==> config.mk <==
export PLATFORM = sky130hd
export DESIGN_NAME = flash_seq_host
export DESIGN_NICKNAME = d
export VERILOG_FILES = /design/src/flash_seq_host.v /design/src/flash_bus_cycle.v
export VERILOG_INCLUDE_DIRS = /design/src
export SDC_FILE = /design/constraint.sdc
export NUM_CORES = 1
export LEC_CHECK = 0
export BUFFER_PORTS_ARGS = -buffer_cell sky130_fd_sc_hd__buf_2
export CAP_MARGIN = 20
export CORE_UTILIZATION = 55
export CTS_BUF_LIST = sky130_fd_sc_hd__clkbuf_2 sky130_fd_sc_hd__clkbuf_4 sky130_fd_sc_hd__clkbuf_8
export DETAILED_ROUTE_END_ITERATION = 8
export GPL_TIMING_DRIVEN = 0
export MAX_ROUTING_LAYER = met4
export PLACE_DENSITY = 0.87
export SYNTH_ARGS = -nofsm -noshare
export SYNTH_HDL_FRONTEND = slang
export SYNTH_HIERARCHICAL = 1
export SYNTH_SLANG_ARGS = --single-unit
==> constraint.sdc <==
create_clock -name clock -period 3.2 [get_ports clock]
set_clock_uncertainty 0.1 [all_clocks]
set_input_delay 0.64 -clock clock [delete_from_list [all_inputs] [get_ports clock]]
set_output_delay 0.64 -clock clock [all_outputs]
set_load 0.005 [all_outputs]
==> src/flash_seq_consts.vh <==
// Command codes and timing counts for the byte-wide flash programming controller.
// Assumes a 100 MHz system clock; included by the controller and its bus cycle engine.
`ifndef FLASH_SEQ_CONSTS_VH
`define FLASH_SEQ_CONSTS_VH
`define CMD_READ          8'h00
`define CMD_ERASE         8'h20
`define CMD_ERASE_VERIFY  8'hA0
`define CMD_PROGRAM       8'h40
`define CMD_PROG_VERIFY   8'hC0
`define CMD_RESET         8'hFF
`define DATA_ERASED       8'hFF
`define DATA_ZERO         8'h00
`define CLOCK_MHZ         100
`define PROG_PULSE_NS     10000
`define PROG_PULSE_CYCLES (`PROG_PULSE_NS * `CLOCK_MHZ / 1000)
`define ERASE_PULSE_CYCLES 1000000
`define MAX_PROG_PULSES   25
`define MAX_ERASE_PULSES  1000
`define STROBE_CYCLES     4'h4
`define READ_CYCLES       4'h8
`define OP_PROGRAM        2'h0
`define OP_ERASE          2'h1
`define OP_ABORT          2'h2
`define OP_READ           2'h3
`endif

==> src/flash_seq_host.v <==
// Host-side programming and erase sequencer for a byte-wide command-register flash.
// Assumes the flash pins are wired directly and the user side is on the same clock.
`timescale 1ns/100ps
`include "flash_seq_consts.vh"
// Behaviour
// C0H ends pulse, selects program verify
// Verify write strobe terminates programming
// Verify write carries no new address
// Verify read returns margin-sensed byte
// Compare verify data, then next byte
// Any byte order, always verify each
// Two FFH writes abort set-up
// Follow abort with a valid command
// Program pulse lasts 10 us
// Pulse and verify, up to 25
// Blank array skips erasure entirely
// Preprogram whole array to 00H
// Erase verify from 0000H to first failure
// Resume verify from last verified address
// Device powers up in read mode
// Write only with both strobes low
// Two-step sequence before array change
// 40H arms, next write programs
// 20H twice starts erase
// A0H ends erase, latches verify address
// Report failure after pulse limit
// Finish with read command
module flash_seq_host #(
   parameter ADDR_WIDTH   = 18,
   parameter PULSE_CYCLES = `PROG_PULSE_CYCLES,
   parameter ERASE_CYCLES = `ERASE_PULSE_CYCLES,
   parameter MAX_PULSES   = `MAX_PROG_PULSES,
   parameter MAX_ERASES   = `MAX_ERASE_PULSES
)(
   // Clock and reset
   input  wire                  clock,
   input  wire                  resetn,
   // User request
   input  wire                  req_valid,
   output wire                  req_ready,
   input  wire [1:0]            req_op,
   input  wire [ADDR_WIDTH-1:0] req_addr,
   input  wire [7:0]            req_data,
   // User result
   output reg                   result_valid,
   output reg                   result_fail,
   output reg  [7:0]            result_data,
   output reg  [ADDR_WIDTH-1:0] result_addr,
   // Flash pins
   output wire [ADDR_WIDTH-1:0] flash_addr,
   output wire [7:0]            flash_dq_out,
   output wire                  flash_dq_oe,
   input  wire [7:0]            flash_dq_in,
   output wire                  chip_enable_n,
   output wire                  write_enable_n,
   output wire                  output_enable_n
);
   localparam S_IDLE      = 4'h0;
   localparam S_PROG_SET  = 4'h1;
   localparam S_PROG_WR   = 4'h2;
   localparam S_PULSE     = 4'h3;
   localparam S_PVERIFY   = 4'h4;
   localparam S_PREAD     = 4'h5;
   localparam S_BLANK_RD  = 4'h6;
   localparam S_ERASE_SET = 4'h7;
   localparam S_ERASE_WR  = 4'h8;
   localparam S_EPULSE    = 4'h9;
   localparam S_EVERIFY   = 4'hA;
   localparam S_EREAD     = 4'hB;
   localparam S_RESET2    = 4'hC;
   localparam S_READ_CMD  = 4'hD;
   localparam S_ARRAY_RD  = 4'hE;
   localparam S_FINISH    = 4'hF;

   reg  [3:0]            state;
   reg  [1:0]            op;
   reg                   preprog;
   reg                   fail;
   reg  [ADDR_WIDTH-1:0] addr;
   reg  [7:0]            target;
   reg  [31:0]           timer;
   reg  [15:0]           pulses;
   reg                   cyc_start;
   reg                   cyc_read;
   reg  [ADDR_WIDTH-1:0] cyc_addr;
   reg  [7:0]            cyc_data;
   wire                  cyc_done;
   wire [7:0]            cyc_rdata;
   wire                  last_addr = (addr == {ADDR_WIDTH{1'b1}});

   assign req_ready = (state == S_IDLE) && !result_valid;

   flash_bus_cycle #(.ADDR_WIDTH(ADDR_WIDTH)) bus (
      .clock           (clock),
      .resetn          (resetn),
      .start           (cyc_start),
      .is_read         (cyc_read),
      .addr            (cyc_addr),
      .wdata           (cyc_data),
      .done            (cyc_done),
      .rdata           (cyc_rdata),
      .flash_addr      (flash_addr),
      .flash_dq_out    (flash_dq_out),
      .flash_dq_oe     (flash_dq_oe),
      .flash_dq_in     (flash_dq_in),
      .chip_enable_n   (chip_enable_n),
      .write_enable_n  (write_enable_n),
      .output_enable_n (output_enable_n)
   );

   // Bus cycle to issue in each state
   always @*
   begin
      cyc_start = 1'b0;
      cyc_read  = 1'b0;
      cyc_addr  = addr;
      cyc_data  = `CMD_READ;
      case (state)
         S_PROG_SET:  begin cyc_start = 1'b1; cyc_data = `CMD_PROGRAM; end
         S_PROG_WR:   begin cyc_start = 1'b1; cyc_data = target; end
         S_PVERIFY:   begin cyc_start = 1'b1; cyc_data = `CMD_PROG_VERIFY; end
         S_PREAD:     begin cyc_start = 1'b1; cyc_read = 1'b1; end
         S_BLANK_RD:  begin cyc_start = 1'b1; cyc_read = 1'b1; end
         S_ERASE_SET: begin cyc_start = 1'b1; cyc_data = `CMD_ERASE; end
         S_ERASE_WR:  begin cyc_start = 1'b1; cyc_data = `CMD_ERASE; end
         S_EVERIFY:   begin cyc_start = 1'b1; cyc_data = `CMD_ERASE_VERIFY; end
         S_EREAD:     begin cyc_start = 1'b1; cyc_read = 1'b1; end
         S_RESET2:    begin cyc_start = 1'b1; cyc_data = `CMD_RESET; end
         S_READ_CMD:  begin cyc_start = 1'b1; cyc_data = `CMD_READ; end
         S_ARRAY_RD:  begin cyc_start = 1'b1; cyc_read = 1'b1; end
         default:     cyc_start = 1'b0;
      endcase
   end

   always @(posedge clock or negedge resetn)
   begin
      if (!resetn)
      begin
         state        <= S_IDLE;
         op           <= `OP_READ;
         preprog      <= 1'b0;
         fail         <= 1'b0;
         addr         <= {ADDR_WIDTH{1'b0}};
         target       <= 8'h00;
         timer        <= 32'h00000000;
         pulses       <= 16'h0000;
         result_valid <= 1'b0;
         result_fail  <= 1'b0;
         result_data  <= 8'h00;
         result_addr  <= {ADDR_WIDTH{1'b0}};
      end
      else
      begin
         result_valid <= 1'b0;
         case (state)
            S_IDLE:
               if (req_valid && req_ready)
               begin
                  op      <= req_op;
                  addr    <= req_addr;
                  target  <= req_data;
                  pulses  <= 16'h0000;
                  fail    <= 1'b0;
                  preprog <= 1'b0;
                  case (req_op)
                     `OP_PROGRAM: state <= S_PROG_SET;
                     `OP_ERASE:
                     begin
                        addr  <= {ADDR_WIDTH{1'b0}};
                        state <= S_READ_CMD;
                     end
                     `OP_ABORT:   state <= S_RESET2;
                     default:     state <= S_READ_CMD;
                  endcase
               end
            // Each of these steps moves on to the state coded one above it
            S_PROG_SET, S_ERASE_SET, S_PVERIFY, S_EVERIFY:
               if (cyc_done) // see R2
                  state <= state + 4'h1;
            S_PROG_WR, S_ERASE_WR:
               if (cyc_done)
               begin
                  pulses <= pulses + 16'h0001;
                  timer  <= 32'h00000000;
                  state  <= state + 4'h1;
               end
            S_PULSE, S_EPULSE:
               if (timer >= ((state == S_PULSE) ? PULSE_CYCLES : ERASE_CYCLES) - 1)
                  state <= state + 4'h1;
               else
                  timer <= timer + 32'h00000001;
            S_PREAD:
               if (cyc_done)
               begin
                  if (cyc_rdata == target)
                  begin
                     pulses <= 16'h0000;
                     if (!preprog)
                        state <= S_READ_CMD;
                     else if (last_addr)
                     begin
                        preprog <= 1'b0;
                        addr    <= {ADDR_WIDTH{1'b0}};
                        state   <= S_ERASE_SET;
                     end
                     else
                     begin
                        addr  <= addr + {{(ADDR_WIDTH-1){1'b0}}, 1'b1};
                        state <= S_PROG_SET;
                     end
                  end
                  else if (pulses >= MAX_PULSES) // see R10
                  begin
                     fail  <= 1'b1;
                     state <= S_READ_CMD;
                  end
                  else
                     state <= S_PROG_SET;
               end
            S_BLANK_RD:
               if (cyc_done)
               begin
                  if (cyc_rdata != `DATA_ERASED)
                  begin
                     preprog <= 1'b1;
                     addr    <= {ADDR_WIDTH{1'b0}};
                     pulses  <= 16'h0000;
                     target  <= `DATA_ZERO;
                     state   <= S_PROG_SET;
                  end
                  else if (last_addr)
                     state <= S_READ_CMD;
                  else
                     addr <= addr + {{(ADDR_WIDTH-1){1'b0}}, 1'b1};
               end
            S_EREAD:
               if (cyc_done)
               begin
                  if (cyc_rdata == `DATA_ERASED)
                  begin
                     if (last_addr)
                        state <= S_READ_CMD;
                     else
                     begin
                        addr  <= addr + {{(ADDR_WIDTH-1){1'b0}}, 1'b1};
                        state <= S_EVERIFY;
                     end
                  end
                  else if (pulses >= MAX_ERASES)
                  begin
                     fail  <= 1'b1;
                     state <= S_READ_CMD;
                  end
                  else
                     state <= S_ERASE_SET;
               end
            S_RESET2:
               if (cyc_done)
               begin
                  if (pulses == 16'h0001)
                     state <= S_READ_CMD;
                  else
                     pulses <= 16'h0001;
               end
            S_READ_CMD:
               if (cyc_done)
               begin
                  if (op == `OP_ERASE && !fail && !preprog && pulses == 16'h0000)
                  begin
                     pulses <= 16'hFFFF;
                     state  <= S_BLANK_RD;
                  end
                  else if (op == `OP_READ)
                     state <= S_ARRAY_RD;
                  else
                     state <= S_FINISH;
               end
            S_ARRAY_RD:
               if (cyc_done)
               begin
                  target <= cyc_rdata;
                  state  <= S_FINISH;
               end
            S_FINISH:
            begin
               result_valid <= 1'b1;
               result_fail  <= fail;
               result_data  <= target;
               result_addr  <= addr;
               state        <= S_IDLE;
            end
            default:
               state <= S_IDLE;
         endcase
      end
   end
endmodule

==> src/flash_bus_cycle.v <==
// One write or read cycle on the flash parallel bus.
// Assumes the flash latches address on write strobe fall and data on its rise.
`timescale 1ns/100ps
`include "flash_seq_consts.vh"
module flash_bus_cycle #(
   parameter ADDR_WIDTH = 18
)(
   // Clock and reset
   input  wire                  clock,
   input  wire                  resetn,
   // Request
   input  wire                  start,
   input  wire                  is_read,
   input  wire [ADDR_WIDTH-1:0] addr,
   input  wire [7:0]            wdata,
   output wire                  done,
   output reg  [7:0]            rdata,
   // Flash pins
   output reg  [ADDR_WIDTH-1:0] flash_addr,
   output reg  [7:0]            flash_dq_out,
   output reg                   flash_dq_oe,
   input  wire [7:0]            flash_dq_in,
   output reg                   chip_enable_n,
   output reg                   write_enable_n,
   output reg                   output_enable_n
);
   reg  [3:0] count;
   reg        busy;
   reg        reading;
   reg  [7:0] dq_meta;
   reg  [7:0] dq_sync;
   wire [3:0] last = reading ? `READ_CYCLES : `STROBE_CYCLES;

   assign done = busy && (count == last);

   always @(posedge clock or negedge resetn)
   begin
      if (!resetn)
      begin
         count           <= 4'h0;
         busy            <= 1'b0;
         reading         <= 1'b0;
         rdata           <= 8'h00;
         flash_addr      <= {ADDR_WIDTH{1'b0}};
         flash_dq_out    <= 8'h00;
         flash_dq_oe     <= 1'b0;
         chip_enable_n   <= 1'b1;
         write_enable_n  <= 1'b1;
         output_enable_n <= 1'b1;
         dq_meta         <= 8'h00;
         dq_sync         <= 8'h00;
      end
      else
      begin
         dq_meta <= flash_dq_in;
         dq_sync <= dq_meta;
         if (start && !busy)
         begin
            busy         <= 1'b1;
            reading      <= is_read;
            count        <= 4'h0;
            flash_addr   <= addr;
            flash_dq_out <= wdata;
            flash_dq_oe  <= !is_read;
         end
         else if (busy)
         begin
            count <= count + 4'h1;
            // Strobes low only together; otherwise held high to inhibit writes
            chip_enable_n   <= (count >= last - 4'h1);
            write_enable_n  <= reading || (count >= last - 4'h1);
            output_enable_n <= !reading || (count >= last - 4'h1);
            if (done)
            begin
               busy        <= 1'b0;
               flash_dq_oe <= 1'b0;
            end
            if (reading && count == last - 4'h1)
               rdata <= dq_sync;
         end
      end
   end
endmodule

==> impl_metrics.yaml <==
cts:
  clk_pin_slew_ns: 0.10
  cts_buffer_depth: 2
  cts_sinks: 170
  clk_latency_ns: 0.47
  hold_buffers: 0
  clk_root_buffer_cell: "clkbuf_8"
  cts_tree: "yes"
  cts_buffers: 17
  ctsHtreeMaxLevel: 4
global_route:
  antenna_found_initial: 1
  grt_overflow: 0
  grt_max_degree: 90
  busiest_layer: "met2"
  grt_use_met3_pct: 4.72
  grt_pass1_vias: 7088
  grt_use_met2_pct: 44.5
  grt_pass1_wl_mm: 35.5
  gr-usage-met1_pct: 37.5
  grt_usage_pct: 28.4
floorplan:
  design.core.area_sq_um: 15300
  ioPinCount: 98
  dieArea_sq_um: 16400
  row_count: 45
  die_x_um: 128
  start_util_pct: 57.0
  dieHeight_um: 128
sta:
  rsz0062_at_grt: "false"
  worstMarginPinSlew_ns: 0.786
  fin_crit_sh_pct: 93.8
  final-setup-viol-count: 0
  hold_viol_final: 0
  drv_slew: 0
  period_needed_ns: 3.00
  fmax_mhz: 333
  relSlewSlack_pct: 47.5
synthesis:
  synth_compound_area_share_pct: 16.3
  synthArstFlopShare_pct: 100
  synth_nets: 934
  synth_ff_type: "dfrtp_1"
  yosys_warnings: 6
  synth-edff-count: 0
  synth-seq-cells: 170
  synthCells: 877
  yosys.area_share.simple_pct: 17.8
  avgSynthCellArea_sq_um: 9.95
  synth_xor_xnor_area_share_pct: 1.31
  seq_area_frac_synth_pct: 48.8
  synth_top_family_by_area: "simple AND/OR/NAND/NOR gates"
  yosysTopAreaCell: "dfrtp_1"
  muxShareOfSynthArea_pct: 9.32
  yosys.area_share.adder_pct: 2.58
  synthTopCellsByArea: "dfrtp_1 47%, mux2_2 8.1%, a21oi_1 3.3%"
  synth_cell_types: 72
  yosysTopAreaCellShare_pct: 47.3
  syn-cell-area_sq_um: 8720
outcome:
  outcome: "completed"
min_path:
  hold_class: "input port to asynchronous set/reset pin"
flow_run:
  cap_viol_max_count: 0
worst_setup_path:
  r2r_slack_ns: 0.20
  crit_end: "timer[17]$_DFFE_PN0P_"
  critPathKind: "register to register"
  r2r_start: "state[0]$_DFFE_PN0P_"
  cp-startpoint: "state[0]$_DFFE_PN0P_"
  path_max_fanout: 10
  endpoint_kind: "register"
  max_stage_delay_ns: 0.48
  rr_worst_depth: 10
  crit_chain: "ha_2, nor3b_4, inv_2, ha_1, nand3_1, a211o_1, a31oi_4, buf_2, a22oi_1, o21ai_0"
  cpMaxStageDelayCell: "dfrtp_1"
  arrival_ns: 3.28
  r2r-end: "timer[17]$_DFFE_PN0P_"
  cp.required_ns: 3.48
  crit_path_start_kind: "register"
routing:
  vias_per_cell: 6.00
  wl_mm: 21.5
  drtPass1Iterations: 6
  detail-route-antenna-nets: 0
  initialDrtViolationCount: 739
  wl_per_cell_um: 17.6
  vias: 7320
  drc_errors: 0
finish:
  final_common_cell: "dfrtp_1"
  fin_util_pct: 65.0
  nets: 1052
  fillCellCount: 1216
  drive_gt1_share_pct: 24.7
  layout.cells.most_common_list: "165 x dfrtp_1, 113 x buf_2, 74 x nor2_1, 72 x nand2_1, 63 x mux2_2"
  area_growth_pct: 14.1
pwr:
  p_leak_uw: 0.00490
  pwr_density_cell_nw_per_um2: 382
  vdd_drop_max_uv: 387
  power.total_uw: 3810
placement:
  port_buffers: 97
  place_hpwl_mm: 15.1
  place.gp.congestion: 0.938
## report_power, final
group	internal (uW)	leakage [uW]	switching (uW)	total, uW
Combinational	29.9	0.00244	62.5	92.4
Sequential	2160	0.00226	2.69	2160
Clock	681	0.000198	875	1560
## final cells by class
cell class / count / area [sq um] / share of cell area [%]
clock buffers: 19 / 255 / 2.56
diodes: 1 / 2.50 / 0.0251
inverters: 28 / 105 / 1.06
multi-input cells: 633 / 4150 / 41.7
clock inverters: 13 / 149 / 1.50
flip-flops and latches: 170 / 4260 / 42.8
repair buffers: 99 / 531 / 5.33
plain buffers: 46 / 238 / 2.39
well taps: 211 / 264 / 2.65
## synth_stat cells, drive strengths merged, types with 4 or more instances
master,number
dfrtp,165
dfstp,5
nor3b,5
nand2b,6
ha,18
nor2,74
o22ai,4
a22oi,14
xor2,10
clkbuf,20
o31ai,6
o22a,9
a31oi,14
nor2b,11
nand4,13
and3,11
o2111ai,4
nand2,72
o21ai,80
inv,28
or2,4
buf,26
nand3,35
mux2i,7
and2,16
mux2,66
nor3,21
a21oi,58
nor4,10
nand3b,4
a211oi,7
or3,7
o211ai,4
## sequential cells by signal (all words and copies together) (netlist names), 2 cells and up
register          count
timer                32
addr                 18
bus/flash_addr       18
result_addr          18
pulses               16
bus/dq_meta           8
bus/dq_sync           8
bus/flash_dq_out      8
bus/rdata             8
result_data           8
target                8
bus/count             4
state                 4
op                    2
## worst min path at each step
stage	depth (start not counted)	end	slack, ns	start
final	1	pulses[15]$_DFFE_PN0P_	0.08	resetn
after global routing	1	timer[2]$_DFFE_PN0P_	0.11	resetn
after CTS	1	bus/flash_dq_out[5]$_DFFE_PN0P_	0.08	resetn
after detailed placement	0	bus/dq_sync[4]$_DFF_PN0_	0.24	bus/dq_meta[4]$_DFF_PN0_
after global placement	0	bus/dq_sync[5]$_DFF_PN0_	0.23	bus/dq_meta[5]$_DFF_PN0_
after floorplan	0	bus/dq_sync[0]$_DFF_PN0_	0.23	bus/dq_meta[0]$_DFF_PN0_
## metrics by stage
stage	worst slack [ns]	hold slack, ns	cells	setup TNS, ns	cell area, sq um
2_1_floorplan	0.493	0.231	877	0	8720
3_3_place_gp	-1.21	0.233	1185	-197.85	9470
3_5_place_dp	-0.0675	0.237	1186	-0.514	9510
4_1_cts	0.0643	0.0799	1218	0	9920
5_1_grt	0.00561	0.113	1220	0	9960
6_report	0.198	0.0801	1220	0	9960
## layer usage
metal | up-vias | routed length (um)
li1 | 3409 | -
met1 | 3577 | 9340
met2 | 292 | 10500
met3 | 42 | 1180
met4 | 0 | 466
met5 | - | 0
## logic make-up after synthesis
logic type | Yosys count
and+or+nand+nor | 302
AOI/OAI and AO/OA | 227
DFF | 170
buffers and inverters | 74
muxes | 73
adders and majority gates | 18
xor gates and xnor gates | 13
## worst max-delay path, delay by kind of cell (launching register included)
family          cells  cell delay [ns]
simple gates        2             0.38
fa+ha+maj           2             0.60
compound gates      4             0.93
buf+inv             2             0.42
flops               1             0.48
## timing repair
item | CTS | global route
gates resized for setup | 1 | 11
pin swaps | 0 | 1
endpoints found under the setup margin | 20 | 46
buffers inserted | 0 | 1
Note: power is estimated with default switching activity, not from simulation.
